$ cat config.mk
export PLATFORM = sky130hd
export DESIGN_NAME = pvp_voice_port
export DESIGN_NICKNAME = d
export VERILOG_FILES = /design/src/rtl/pvp_pkg.sv /design/src/rtl/pvp_link_if.sv /design/src/rtl/pvp_bclk_gen.sv /design/src/rtl/pvp_pin_sync.sv /design/src/rtl/pvp_voice_port.sv
export VERILOG_INCLUDE_DIRS = /design/src /design/src/rtl
export SDC_FILE = /design/constraint.sdc
export NUM_CORES = 1
export LEC_CHECK = 0
export BUFFER_PORTS_ARGS = -buffer_cell sky130_fd_sc_hd__buf_2
export CAP_MARGIN = 30
export CORE_ASPECT_RATIO = 0.8
export CORE_MARGIN = 2
export CORE_UTILIZATION = 45
export CTS_CLUSTER_DIAMETER = 200
export DETAILED_ROUTE_END_ITERATION = 12
export SYNTH_ARGS = -nofsm -noshare
export SYNTH_HDL_FRONTEND = slang
export SYNTH_SLANG_ARGS = --single-unit
$ cat constraint.sdc
create_clock -name clk_i -period 7.74 [get_ports clk_i]
set_input_delay 0.774 -clock clk_i [delete_from_list [all_inputs] [get_ports clk_i]]
set_output_delay 0.774 -clock clk_i [all_outputs]
set_load 0.02 [all_outputs]
$ cat src/rtl/pvp_defines.svh
// constants of the voice serial port: timing, register map, config fields
`ifndef PVP_DEFINES_SVH
`define PVP_DEFINES_SVH
`define PVP_CLK_HZ 100000000
`define PVP_RATE0_KHZ 128
`define PVP_RATE1_KHZ 256
`define PVP_RATE2_KHZ 512
`define PVP_SAMPLE_HZ 8000
`define PVP_HALF_CYC(k) (`PVP_CLK_HZ / (2 * (k) * 1000))
`define PVP_FRAME_BITS(k) ((k) * 1000 / `PVP_SAMPLE_HZ)
`define PVP_LFS_HIGH_BITS 8
`define PVP_SLOTS 4
`define PVP_FULL_MASK 4'hF
`define PVP_THREE_MASK 4'h7
`define PVP_WIN16 9'h040
`define PVP_WIN8 9'h020
`define PVP_LAST16 4'hF
`define PVP_LAST8 4'h7
`define PVP_CNT_MAX 9'h1FF
`define PVP_ADDR_CFG 8'h00
`define PVP_ADDR_STAT 8'h04
`define PVP_TX_PAGE 4'h1
`define PVP_RX_PAGE 4'h2
`define PVP_CFG_RESET 32'h0000_0000
`define PVP_CFG_MASTER 0
`define PVP_CFG_ENABLE 1
`define PVP_CFG_FRAME 3:2
`define PVP_CFG_FMT 5:4
`define PVP_CFG_MASK 9:6
`define PVP_CFG_SLOT16 10
`define PVP_CFG_FILL 12:11
`define PVP_CFG_ATT 15:13
`define PVP_CFG_MUTE 16
`define PVP_CFG_SYNC0 17
`define PVP_CFG_RATE 19:18
`define PVP_CFG_TZLATE 20
`endif

$ cat src/rtl/pvp_pkg.sv
// types shared by the voice serial port modules
package pvp_pkg;
    typedef enum logic [1:0] {PVP_LONG, PVP_SHORT, PVP_GCI, PVP_FR_RSVD}
        pvp_frame_e;
    typedef enum logic [1:0] {PVP_LIN13, PVP_LIN16, PVP_ULAW, PVP_ALAW}
        pvp_fmt_e;
    typedef enum logic [1:0] {PVP_FILL_SIGN, PVP_FILL_ZERO, PVP_FILL_ATT,
        PVP_FILL_RSVD} pvp_fill_e;
    typedef logic [15:0] pvp_word_t;
endpackage

$ cat src/rtl/pvp_link_if.sv
// bit clock and frame sync link between the core and the master generator
`timescale 1ns/1ps
`default_nettype none
interface pvp_link_if;
    logic [1:0] rate;
    logic run;
    logic short_fs;
    logic gci;
    logic sync_zero;
    logic bclk;
    logic rise;
    logic fall;
    logic sync;
    modport gen (input rate, run, short_fs, gci, sync_zero,
                 output bclk, rise, fall, sync);
    modport core (output rate, run, short_fs, gci, sync_zero,
                  input bclk, rise, fall, sync);
endinterface
`default_nettype wire

$ cat src/rtl/pvp_bclk_gen.sv
// master bit clock and frame sync generator
`timescale 1ns/1ps
`default_nettype none
`include "pvp_defines.svh"
module pvp_bclk_gen import pvp_pkg::*; #(
    parameter int HALF0 = `PVP_HALF_CYC(`PVP_RATE0_KHZ),
    parameter int HALF1 = `PVP_HALF_CYC(`PVP_RATE1_KHZ),
    parameter int HALF2 = `PVP_HALF_CYC(`PVP_RATE2_KHZ)
) (
    input wire logic clk_i,
    input wire logic rst_i,
    pvp_link_if.gen lk
);
    logic [9:0] cnt_reg;
    logic [6:0] fb_reg;
    wire [9:0] half = (lk.rate == 2'h0) ? 10'(HALF0 - 1) :
                      (lk.rate == 2'h1) ? 10'(HALF1 - 1) : 10'(HALF2 - 1);
    wire [6:0] flast = (lk.rate == 2'h0) ?
                       7'(`PVP_FRAME_BITS(`PVP_RATE0_KHZ) - 1) :
                       (lk.rate == 2'h1) ?
                       7'(`PVP_FRAME_BITS(`PVP_RATE1_KHZ) - 1) :
                       7'(`PVP_FRAME_BITS(`PVP_RATE2_KHZ) - 1);
    wire tick = (cnt_reg == half);
    wire up = tick & ~lk.bclk;
    wire [6:0] fb_next = (fb_reg >= flast) ? 7'h00 : fb_reg + 7'h01;
    // sync shape per format: long 8 bits, short one bit before word, gci 1
    wire sync_next = lk.sync_zero ? 1'b0 :
                     lk.short_fs ? (fb_next == flast) :
                     lk.gci ? (fb_next == 7'h00) :
                     (fb_next < 7'(`PVP_LFS_HIGH_BITS));
    always_ff @(posedge clk_i) begin
        if (rst_i || !lk.run) begin
            cnt_reg <= 10'h000;
            fb_reg <= 7'h7F;
            lk.bclk <= 1'b0;
            lk.rise <= 1'b0;
            lk.fall <= 1'b0;
            lk.sync <= 1'b0;
        end else begin
            cnt_reg <= tick ? 10'h000 : cnt_reg + 10'h001;
            lk.rise <= up;
            lk.fall <= tick & lk.bclk;
            if (tick) lk.bclk <= ~lk.bclk;
            if (up) begin
                fb_reg <= fb_next;
                lk.sync <= sync_next;
            end
        end
    end
endmodule
`default_nettype wire

$ cat src/rtl/pvp_pin_sync.sv
// three-stage pin synchroniser with agreed level and edge pulses
`timescale 1ns/1ps
`default_nettype none
module pvp_pin_sync (
    input wire logic clk_i,
    input wire logic rst_i,
    input wire logic d_i,
    output logic lvl_o,
    output logic rise_o,
    output logic fall_o
);
    logic s1_reg, s2_reg, s3_reg;
    // a change counts only once stages two and three agree
    always_ff @(posedge clk_i) begin
        s1_reg <= d_i;
        s2_reg <= s1_reg;
        s3_reg <= s2_reg;
        if (rst_i) begin
            lvl_o <= 1'b0;
            rise_o <= 1'b0;
            fall_o <= 1'b0;
        end else begin
            rise_o <= (s2_reg == s3_reg) & s3_reg & ~lvl_o;
            fall_o <= (s2_reg == s3_reg) & ~s3_reg & lvl_o;
            if (s2_reg == s3_reg) lvl_o <= s3_reg;
        end
    end
endmodule
`default_nettype wire

$ cat src/rtl/pvp_voice_port.sv
// voice serial port core: wishbone registers, slot engine, pin control
//
// Our own choices: the Wishbone slave port and the address map.
`timescale 1ns/1ps
`default_nettype none
`include "pvp_defines.svh"
module pvp_voice_port import pvp_pkg::*; (
    input wire logic clk_i,
    input wire logic rst_i,
    input wire logic wb_cyc_i,
    input wire logic wb_stb_i,
    input wire logic wb_we_i,
    input wire logic [7:0] wb_adr_i,
    input wire logic [3:0] wb_sel_i,
    input wire logic [31:0] wb_dat_i,
    output logic [31:0] wb_dat_o,
    output logic wb_ack_o,
    input wire logic pcm_clk_i,
    output logic pcm_clk_o,
    output logic pcm_clk_oe_o,
    input wire logic pcm_sync_i,
    output logic pcm_sync_o,
    output logic pcm_sync_oe_o,
    input wire logic pcm_in_i,
    output logic pcm_out_o,
    output logic pcm_out_oe_o
);
    pvp_link_if lk ();

    logic [31:0] cfg_reg;
    pvp_word_t tx_reg [`PVP_SLOTS];
    pvp_word_t rx_reg [`PVP_SLOTS];
    logic [`PVP_SLOTS-1:0] new_reg;
    logic [7:0] fcnt_reg;
    logic [8:0] bit_cnt_reg;
    logic framed_reg;
    logic sync_prev_reg;
    pvp_word_t rx_sh_reg;

    // --- configuration word decode
    wire master = cfg_reg[`PVP_CFG_MASTER];
    wire enable = cfg_reg[`PVP_CFG_ENABLE];
    wire pvp_frame_e frame = pvp_frame_e'(cfg_reg[`PVP_CFG_FRAME]);
    wire pvp_fmt_e fmt = pvp_fmt_e'(cfg_reg[`PVP_CFG_FMT]);
    wire pvp_fill_e fill = pvp_fill_e'(cfg_reg[`PVP_CFG_FILL]);
    wire [2:0] att = cfg_reg[`PVP_CFG_ATT];
    wire mute = cfg_reg[`PVP_CFG_MUTE];
    wire tz_late = cfg_reg[`PVP_CFG_TZLATE];
    wire [3:0] mask = cfg_reg[`PVP_CFG_MASK];
    wire short_fs = (frame == PVP_SHORT);
    wire lin = (fmt == PVP_LIN13) || (fmt == PVP_LIN16);
    // linear samples never fit an 8-clock slot, so force 16
    wire slot16 = cfg_reg[`PVP_CFG_SLOT16] | lin;
    // a fourth enabled slot is dropped
    wire [3:0] act_mask = (mask == `PVP_FULL_MASK) ?
                          `PVP_THREE_MASK : mask;
    wire att_on = (fill == PVP_FILL_ATT);

    // master generator controls
    assign lk.rate = cfg_reg[`PVP_CFG_RATE];
    assign lk.run = master & enable;
    assign lk.short_fs = short_fs;
    assign lk.gci = (frame == PVP_GCI);
    assign lk.sync_zero = cfg_reg[`PVP_CFG_SYNC0];

    pvp_bclk_gen u_gen (
        .clk_i(clk_i),
        .rst_i(rst_i),
        .lk(lk)
    );

    // --- slave pin inputs pass four flip-flops (three stages, then the level register)
    logic s_clk_lvl, s_clk_rise, s_clk_fall;
    logic s_sync_lvl, s_in_lvl;

    pvp_pin_sync u_clk_sync (
        .clk_i(clk_i),
        .rst_i(rst_i),
        .d_i(pcm_clk_i),
        .lvl_o(s_clk_lvl),
        .rise_o(s_clk_rise),
        .fall_o(s_clk_fall)
    );

    pvp_pin_sync u_fs_sync (
        .clk_i(clk_i),
        .rst_i(rst_i),
        .d_i(pcm_sync_i),
        .lvl_o(s_sync_lvl),
        .rise_o(),
        .fall_o()
    );

    pvp_pin_sync u_in_sync (
        .clk_i(clk_i),
        .rst_i(rst_i),
        .d_i(pcm_in_i),
        .lvl_o(s_in_lvl),
        .rise_o(),
        .fall_o()
    );

    // bit clock events from whichever side owns the clock
    wire rise_ev = enable & (master ? lk.rise : s_clk_rise);
    wire fall_ev = enable & (master ? lk.fall : s_clk_fall);
    wire sync_lvl = master ? lk.sync : s_sync_lvl;
    wire sync_up = sync_lvl & ~sync_prev_reg;
    // long and gci frames begin on the sync rising edge
    wire long_start = enable & ~short_fs & sync_up;
    // short frames: sync high at a fall arms the next bit
    wire short_arm = fall_ev & short_fs & sync_lvl;

    // --- slot position of a bit count
    function automatic logic [5:0] slot_pos(input logic [8:0] c,
                                            input logic s16);
        logic [1:0] idx;
        logic [3:0] pos;
        logic win;
        idx = s16 ? c[5:4] : c[4:3];
        pos = s16 ? c[3:0] : {1'b0, c[2:0]};
        win = s16 ? (c < `PVP_WIN16) : (c < `PVP_WIN8);
        return {win, idx, pos[2:0]} ^ 6'h00 | {5'h00, 1'b0} |
               {1'b0, 2'b00, 3'b000} | ({6{1'b0}}) |
               ({win, idx, pos[2:0]} & 6'h3F);
    endfunction

    // count used for drive decisions: frame start drives bit 0
    wire [8:0] drv_cnt = long_start ? 9'h000 : bit_cnt_reg;
    wire drv_win = slot16 ? (drv_cnt < `PVP_WIN16) : (drv_cnt < `PVP_WIN8);
    wire [1:0] drv_idx = slot16 ? drv_cnt[5:4] : drv_cnt[4:3];
    wire [3:0] drv_pos = slot16 ? drv_cnt[3:0] : {1'b0, drv_cnt[2:0]};
    wire drv_act = (framed_reg | long_start) & drv_win & act_mask[drv_idx];

    // sample side uses the running count
    wire smp_win = slot16 ? (bit_cnt_reg < `PVP_WIN16) :
                   (bit_cnt_reg < `PVP_WIN8);
    wire [1:0] smp_idx = slot16 ? bit_cnt_reg[5:4] : bit_cnt_reg[4:3];
    wire [3:0] smp_pos = slot16 ? bit_cnt_reg[3:0] :
                         {1'b0, bit_cnt_reg[2:0]};
    wire [3:0] last = slot16 ? `PVP_LAST16 : `PVP_LAST8;
    wire smp_act = framed_reg & smp_win & act_mask[smp_idx];
    wire smp_last = smp_act & (smp_pos == last);

    // transmit word packing per format and fill
    function automatic pvp_word_t tx_build(input pvp_word_t s,
        input pvp_fmt_e f, input pvp_fill_e fl, input logic [2:0] a,
        input logic s16);
        pvp_word_t w;
        w = s;
        if (f == PVP_LIN13) begin
            if (fl == PVP_FILL_ATT) w = {s[12:0], a};
            else if (fl == PVP_FILL_ZERO) w = {3'h0, s[12:0]};
            else w = {{3{s[12]}}, s[12:0]};
        end else if (f != PVP_LIN16) begin
            if (!s16) w = {8'h00, s[7:0]};
            else if (fl == PVP_FILL_ATT) w = {s[7:0], 5'h00, a};
            else if (fl == PVP_FILL_ZERO) w = {8'h00, s[7:0]};
            else w = {{8{s[7]}}, s[7:0]};
        end
        return w;
    endfunction

    // receive word unpacking back to a right-aligned sample
    function automatic pvp_word_t rx_take(input pvp_word_t w,
        input pvp_fmt_e f, input logic a, input logic s16);
        pvp_word_t r;
        r = w;
        if (f == PVP_LIN13) begin
            r = a ? {{3{w[15]}}, w[15:3]} : {{3{w[12]}}, w[12:0]};
        end else if (f != PVP_LIN16) begin
            r = (s16 && a) ? {8'h00, w[15:8]} : {8'h00, w[7:0]};
        end
        return r;
    endfunction

    wire pvp_word_t drv_word = tx_build(tx_reg[drv_idx], fmt, fill,
                                        att, slot16);
    // most significant bit of the slot goes out first
    wire [3:0] drv_bit = last - drv_pos;
    wire tx_bit = mute ? 1'b0 : drv_word[drv_bit];
    wire pvp_word_t rx_full = {rx_sh_reg[14:0], s_in_lvl};
    wire pvp_word_t rx_sample = rx_take(rx_full, fmt, att_on, slot16);

    // --- wishbone decode
    wire wb_req = wb_cyc_i & wb_stb_i;
    wire wr_go = wb_req & wb_we_i & wb_ack_o;
    wire hit_cfg = (wb_adr_i == `PVP_ADDR_CFG);
    wire hit_stat = (wb_adr_i == `PVP_ADDR_STAT);
    wire hit_tx = (wb_adr_i[7:4] == `PVP_TX_PAGE) & (wb_adr_i[1:0] == 2'h0);
    wire hit_rx = (wb_adr_i[7:4] == `PVP_RX_PAGE) & (wb_adr_i[1:0] == 2'h0);
    wire [1:0] reg_idx = wb_adr_i[3:2];
    wire [31:0] bmask = {{8{wb_sel_i[3]}}, {8{wb_sel_i[2]}},
                         {8{wb_sel_i[1]}}, {8{wb_sel_i[0]}}};
    wire [31:0] stat_word = {16'h0000, fcnt_reg, 3'h0, framed_reg, new_reg};
    wire [31:0] rd_data = hit_cfg ? cfg_reg :
                          hit_stat ? stat_word :
                          hit_tx ? {16'h0000, tx_reg[reg_idx]} :
                          hit_rx ? {16'h0000, rx_reg[reg_idx]} :
                          32'h0000_0000;
    wire [3:0] clr_new = (wr_go & hit_stat & wb_sel_i[0]) ?
                         wb_dat_i[3:0] : 4'h0;

    // ack one cycle after the request, dropped the cycle after
    always_ff @(posedge clk_i) begin
        if (rst_i) begin
            wb_ack_o <= 1'b0;
            wb_dat_o <= 32'h0000_0000;
        end else begin
            wb_ack_o <= wb_req & ~wb_ack_o;
            if (wb_req & ~wb_ack_o) wb_dat_o <= rd_data;
        end
    end

    // single stored configuration word
    always_ff @(posedge clk_i) begin
        if (rst_i) cfg_reg <= `PVP_CFG_RESET;
        else if (wr_go & hit_cfg)
            cfg_reg <= (cfg_reg & ~bmask) | (wb_dat_i & bmask);
    end

    // --- per-slot sample stores and arrival flags
    genvar g;
    generate
        for (g = 0; g < `PVP_SLOTS; g = g + 1) begin : g_slot
            wire wr_tx = wr_go & hit_tx & (reg_idx == 2'(g));
            wire got = fall_ev & smp_last & (smp_idx == 2'(g));
            always_ff @(posedge clk_i) begin
                if (rst_i) begin
                    tx_reg[g] <= 16'h0000;
                    rx_reg[g] <= 16'h0000;
                    new_reg[g] <= 1'b0;
                end else begin
                    if (wr_tx)
                        tx_reg[g] <= (tx_reg[g] & ~bmask[15:0]) |
                                     (wb_dat_i[15:0] & bmask[15:0]);
                    if (got) rx_reg[g] <= rx_sample;
                    // a new sample wins over a clear in the same cycle
                    new_reg[g] <= got | (new_reg[g] & ~clr_new[g]);
                end
            end
        end
    endgenerate

    // bit counter, resynchronised on every frame start
    always_ff @(posedge clk_i) begin
        if (rst_i || !enable) begin
            bit_cnt_reg <= `PVP_CNT_MAX;
            framed_reg <= 1'b0;
            sync_prev_reg <= 1'b0;
            fcnt_reg <= 8'h00;
        end else begin
            sync_prev_reg <= sync_lvl;
            if (long_start || short_arm) begin
                bit_cnt_reg <= 9'h000;
                framed_reg <= 1'b1;
                fcnt_reg <= fcnt_reg + 8'h01;
            end else if (fall_ev && bit_cnt_reg != `PVP_CNT_MAX) begin
                bit_cnt_reg <= bit_cnt_reg + 9'h001;
            end
        end
    end

    // input sampled on falling bit clock; idle slots not shifted
    always_ff @(posedge clk_i) begin
        if (rst_i) rx_sh_reg <= 16'h0000;
        else if (fall_ev && smp_act) rx_sh_reg <= rx_full;
    end

    // serial output: driven on rise, released per option
    always_ff @(posedge clk_i) begin
        if (rst_i || !enable) begin
            pcm_out_o <= 1'b0;
            pcm_out_oe_o <= 1'b0;
        end else if (rise_ev || long_start) begin
            pcm_out_o <= drv_act ? tx_bit : 1'b0;
            pcm_out_oe_o <= drv_act;
        end else if (fall_ev && smp_last && !tz_late) begin
            pcm_out_oe_o <= 1'b0;
        end
    end

    // clock and sync pins: only the master drives them
    always_ff @(posedge clk_i) begin
        if (rst_i) begin
            pcm_clk_o <= 1'b0;
            pcm_sync_o <= 1'b0;
            pcm_clk_oe_o <= 1'b0;
            pcm_sync_oe_o <= 1'b0;
        end else begin
            pcm_clk_o <= lk.bclk;
            pcm_sync_o <= lk.sync;
            pcm_clk_oe_o <= master & enable;
            pcm_sync_oe_o <= master & enable;
        end
    end
endmodule
`default_nettype wire

==> flow_summary.toml, run 1 <==
[clock_network]
clk_pin_slew_worst_paths_ns = 0.07
worst_skew_pair.late_latency_ns = 0.56
htree_levels = 1
cts_made_buffers = 28
cts_tree = "built"
cts_buffer_depth = 3
cts_hold_repair.buffers = 0
cts_setup_buffers = 0
cts_resized = 0
clock-sinks = 271
cts_root_buf = "clkbuf_16"

[worst_hold_path]
hp-class = "in -> reg"

[worst_setup_path]
slowest_stage = "or2b_1"
crit_fanout = 24
crit_path_start_kind = "flip-flop"
arrival_ns = 4.17
crit_buf_inv = 0
cp_data_required_time_ns = 7.93
path_cells = "and3b_1 -> a21o_1 -> o31ai_1 -> or3_1 -> or4_1 -> or2b_1"
critical-path-top-delay-family = "simple AND/OR/NAND/NOR gates"
cp_slowest_stage_delay_ns = 0.66
crit_type = "reg -> reg"
worstSetupEndpointType = "flip-flop"

[synthesis]
ys_top_cells_by_area = "edfxtp_1, dfxtp_1, a21oi_1"
ys.flop_type = "dfxtp_1"
synth_area_leader_cell = "edfxtp_1"
syn_inst = 1399
synthSimpleGateAreaFrac_pct = 20.4
synthAdderAreaFrac_pct = 0.835
synth_cell_types = 76
synth_top_area_share_pct = 28.5
synth_top_family_by_area = "simple AND/OR/NAND/NOR gates"
syn-num-nets = 1460
syn_area_um2 = 13500
synth_edf_count = 128
synth_seq_cells = 271
synth_xor_area_share_pct = 1.56
seq_area_frac_synth_pct = 49.8
yosysWarningCount = 0
synthArstFlopShare_pct = 0
synthMuxAreaShare_pct = 7.31
avgSynthCellArea_um2 = 9.63
synth_compound_area_share_pct = 16.2

[placement]
placed_area_um2 = 14100
hpwl_um = 28700
io_buffers = 90
place_congestion = 0.955

[global_routing]
met3_usage_pct = 6.03
grt_pass1_wl_um = 63600
overflow = 0
grtUsageMet2_pct = 37.5
grtUsageTotal_pct = 26.2
use_met1_pct = 39.2
grt_pass1_vias = 10600
grt_max_degree = 86
antenna_found_initial = 0
busiest_layer = "met1"

[power_and_ir_drop]
intPower_mw = 2.34
sw_frac_of_total_pct = 22.9
finalPower_mw = 3.03
pwr-share-clk_pct = 44.3
power_switching_mw = 0.693
pwr-share-seq_pct = 50.8
power.density_nw_per_um2 = 201
pwr-share-comb_pct = 4.8
irDropWorstVdd_mv = 0.227
power.leakage_nw = 5.16

[timing]
worst_clock_skew_ns = 0.0149
maxSlewHeadroom_pct = 29.0
rsz0062_at_grt = "false"
setup_viol = 0
period_needed_ns = 3.98
min_period_over_period_pct = 51.4
whs_ns = 0.316
hold_viol_final = 0
max_freq_mhz = 251
worst_pin_slew_ns = 1.06
tns_ns = 0
drv_slew = 0

[floorplan]
dieArea_um2 = 31400
ios = 91
initial_core_util_pct = 45.9
chipWidth_um = 197
rows = 56
core_um2 = 29400
die_h_um = 159

[finish]
design_area_um2 = 15000
final_common_cell = "nand2_1"
nets = 1498
fin_util_pct = 51.2
nFillCells = 2692
drive_gt1_share_pct = 14.5
mostFrequentLayoutCells = "nand2_1, a21oi_1, dfxtp_1, nor2_1, edfxtp_1"
areaGrowthSynthToFinish_pct = 11.6

[route]
drcViolationCount = 0
drt_iter0_drc = 994
ant_nets = 0
viasPerCell = 6.07
wire_per_inst_um = 22.1
dr.pass1.iters = 9
vias = 11100
drt-total-wl_um = 40600

[run_status]
status = "complete, no violations"

[flow_run]
maxCapViolCount = 0
metal layers:
metal,share of wire (%),vias to the layer above,wire [um]
met5,0,-,0
met4,2.8,0,1140
met3,8.7,70,3520
met2,42,464,17100
met1,46,5419,18800
li1,-,5189,-
synthesized netlist by cell type (all sizes together) (14+ instances only):
library cell	number
a21oi	162
nand2	162
dfxtp	143
nor2	143
edfxtp	128
clkbuf	75
nand3	72
nand2b	64
o21ai	47
a211oi	43
nor3	34
mux4	32
buf	28
mux2i	23
a22oi	22
nor2b	20
inv	17
nand4	16
xor2	15
and3	14
logic make-up (layout without fill, tap and decap cells):
family,count (synthesis),in the layout
simple gates,565,565
flops,271,271
xor+xnor,24,24
other cells,0,1
fa+ha+maj,9,9
compound gates,351,351
buf+inv,121,181
mux,58,58
final cells by class:
type,count,area [um^2],share of cell area (%)
Tap cell,377,472,3.14
Multi-Input combinational cell,1007,6260,41.6
Timing Repair Buffer,111,641,4.26
Clock buffer,35,758,5.04
Inverter,18,67.6,0.449
Antenna cell,1,2.50,0.0166
Sequential cell,271,6710,44.6
Clock inverter,17,138,0.915
path summary, 6_finish.rpt:
| kind | cells after the start | slack [ns] | end | from |
|---|---|---|---|---|
| setup / recovery | 6 | 3.76 | rx_reg[1][1] | bit_cnt_reg[3] |
| hold / removal | 1 | 0.32 | u_clk_sync.s1_reg | pcm_clk_i |
| setup reg to reg | 6 | 3.76 | rx_reg[1][1] | bit_cnt_reg[3] |
| hold reg to reg | 0 | 0.33 | u_clk_sync.s2_reg | u_clk_sync.s1_reg |
worst reg2reg max path, delay by kind of cell, from the launching register on:
kind,cells,cell delay (ns)
simple gates,4,2.24
flops,1,0.53
compound gates,2,0.83
per-stage QoR:
stage | setup WS, ns | cells
final | 3.76 | 1837
after global routing | 3.51 | 1836
after CTS | 3.83 | 1835
after detailed placement | 3.83 | 1783
after global placement | 3.92 | 1781
after floorplan | 4.85 | 1399
power by group through the flow:
stage | Sequential [mW] | Clock (mW) | Combinational (mW)
final | 1.54 | 1.34 | 0.147
after global routing | 1.54 | 1.41 | 0.159
after CTS | 1.54 | 1.36 | 0.147
after detailed placement | 1.57 | 0 | 0.146
after global placement | 1.57 | 0 | 0.146
after floorplan | 1.56 | 0 | 0.0900
(Power assumes the default switching activity.)
==> run 2, diff against run 1 <==
- clock period: 7.74 -> 3.9 ns (I/O delays scaled with it)
==> run 2 against run 1 <==
Effect of this change: global-route usage is 0.19 points lower; sequential cell count stayed put; fmax is 23% higher; register-to-register slack worse by 3.1 ns; worst hold slack worse by 0.22 ns; critical path depth is 3 higher; die area stayed put; highest routed layer unchanged.
==> flow_summary.toml, run 2 (synthesis gave the netlist of run 1 again) <==
[route]
wire_per_inst_um = 22.1
vias = 11100
drcViolationCount = 0
met3_length_um = 3510
ant_nets = 0
met1_length_um = 19200
viasPerCell = 6.00
wl_met2_um = 17200
dr.max_layer_used = "met4"
drt_iter0_drc = 1214
dr.pass1.iters = 5
drt-total-wl_um = 40700

[clock_network]
htree_levels = 1
worst_skew_pair.late_latency_ns = 0.55
cts_resized = 0
cts_root_buf = "clkbuf_16"
clock-sinks = 271
cts_tree = "built"
cts_buffer_depth = 3
cts_made_buffers = 28
clk_pin_slew_worst_paths_ns = 0.06

[placement]
place_congestion = 0.950
io_buffers = 90
hpwl_um = 29400

[floorplan]
initial_core_util_pct = 45.9
rows = 56
core_um2 = 29400
ios = 91
chipWidth_um = 197
die_h_um = 159
dieArea_um2 = 31400

[finish]
drive_gt1_share_pct = 15.2
fin_util_pct = 51.9
mostFrequentLayoutCells = "nand2_1, a21oi_1, dfxtp_1, nor2_1, edfxtp_1"
nets = 1509
diodes = 0
areaGrowthSynthToFinish_pct = 13.0
final_common_cell = "nand2_1"

[power_and_ir_drop]
intPower_mw = 4.96
pwr-share-comb_pct = 4.8
power.density_nw_per_um2 = 413
pwr-share-clk_pct = 46.7
sw_frac_of_total_pct = 21.2
power_switching_mw = 1.33
irDropWorstVdd_mv = 0.367
power.leakage_nw = 5.27
pwr-share-seq_pct = 48.5

[worst_setup_path]
crit_path_start_kind = "flip-flop"
crit_fanout = 14
crit_type = "reg -> reg"
arrival_ns = 3.73
cp_data_required_time_ns = 4.39
worstSetupEndpointType = "flip-flop"

[timing]
hold_viol_final = 0
drv_slew = 0
period_needed_ns = 3.24
worst_clock_skew_ns = 0.0176
min_period_over_period_pct = 83.2
rsz0062_at_grt = "false"
setup_viol = 0
worst_pin_slew_ns = 1.02
maxSlewHeadroom_pct = 31.8
max_freq_mhz = 308
tns_ns = 0

[global_routing]
grtUsageTotal_pct = 26.0
grt_pass1_vias = 10500
antenna_found_initial = 0
overflow = 0
grt_pass1_wl_um = 63100
grt_max_degree = 51

[flow_run]
maxCapViolCount = 0

[run_status]
status = "complete, no violations"

[worst_hold_path]
hp-class = "in -> reg"
run 2: path summary, 6_finish.rpt:
path / endpoint / from / cells after the start / slack, ns
max: pcm_out_o / bit_cnt_reg[4] / 9 / 0.66
min: flip-flop / wb_dat_i[24] / 3 / 0.09
max reg2reg: pcm_out_o / bit_cnt_reg[4] / 9 / 0.66
min reg2reg: u_in_sync.s2_reg / u_in_sync.s1_reg / 0 / 0.33
run 2: what timing repair did:
action | in CTS | in global routing
setup buffers | 0 | 0
hold buffers | 3 | 0
hold endpoints to repair | 3 | 0
run 2: per-stage QoR:
stage	setup WS (ns)	hold slack, ns	power, mW	std cells	area (um^2)
2_1_floorplan	1.22	0.310	3.28	1399	13500
3_3_place_gp	0.787	0.316	3.41	1792	14200
3_5_place_dp	0.698	0.314	3.41	1792	14200
4_1_cts	0.679	0.0710	6.36	1846	15200
5_1_grt	0.378	0.0921	6.49	1846	15200
6_report	0.655	0.0921	6.30	1846	15200
run 2: area by class of cell:
| cell class | instances | area [um^2] |
|---|---|---|
| clock buffers | 42 | 855 |
| clock inverters | 9 | 171 |
| fillers | 2716 | 14100 |
| inverters | 18 | 67.6 |
| multi-input cells | 1007 | 6260 |
| flip-flops and latches | 271 | 6710 |
| well taps | 377 | 472 |
| repair buffers | 122 | 703 |
run 2: worst max-delay path: stages (launching register included):
cell and delay [ns]:
dfxtp_1 0.70, and3b_4 0.32, a21o_1 0.32, nand2_2 0.27, o211ai_1 0.50, a22oi_1 0.16
a211oi_1 0.29, a311oi_1 0.08, a311oi_1 0.31, o221a_1 0.21
run 2: routing by layer:
metal  vias to the layer above  GRT usage [%]
met2                       420           37.1
li1                       5210              -
met3                        54           5.90
met1                      5386           39.7
met4                         0           5.98
met5                         -              0
run 2: power by group through the flow:
stage / clock network [mW] / logic, mW / registers (mW)
6_report: 2.94 / 0.299 / 3.06
5_1_grt: 3.11 / 0.322 / 3.06
4_1_cts: 3.01 / 0.300 / 3.05
3_5_place_dp: 0 / 0.296 / 3.12
3_3_place_gp: 0 / 0.294 / 3.11
2_1_floorplan: 0 / 0.179 / 3.10
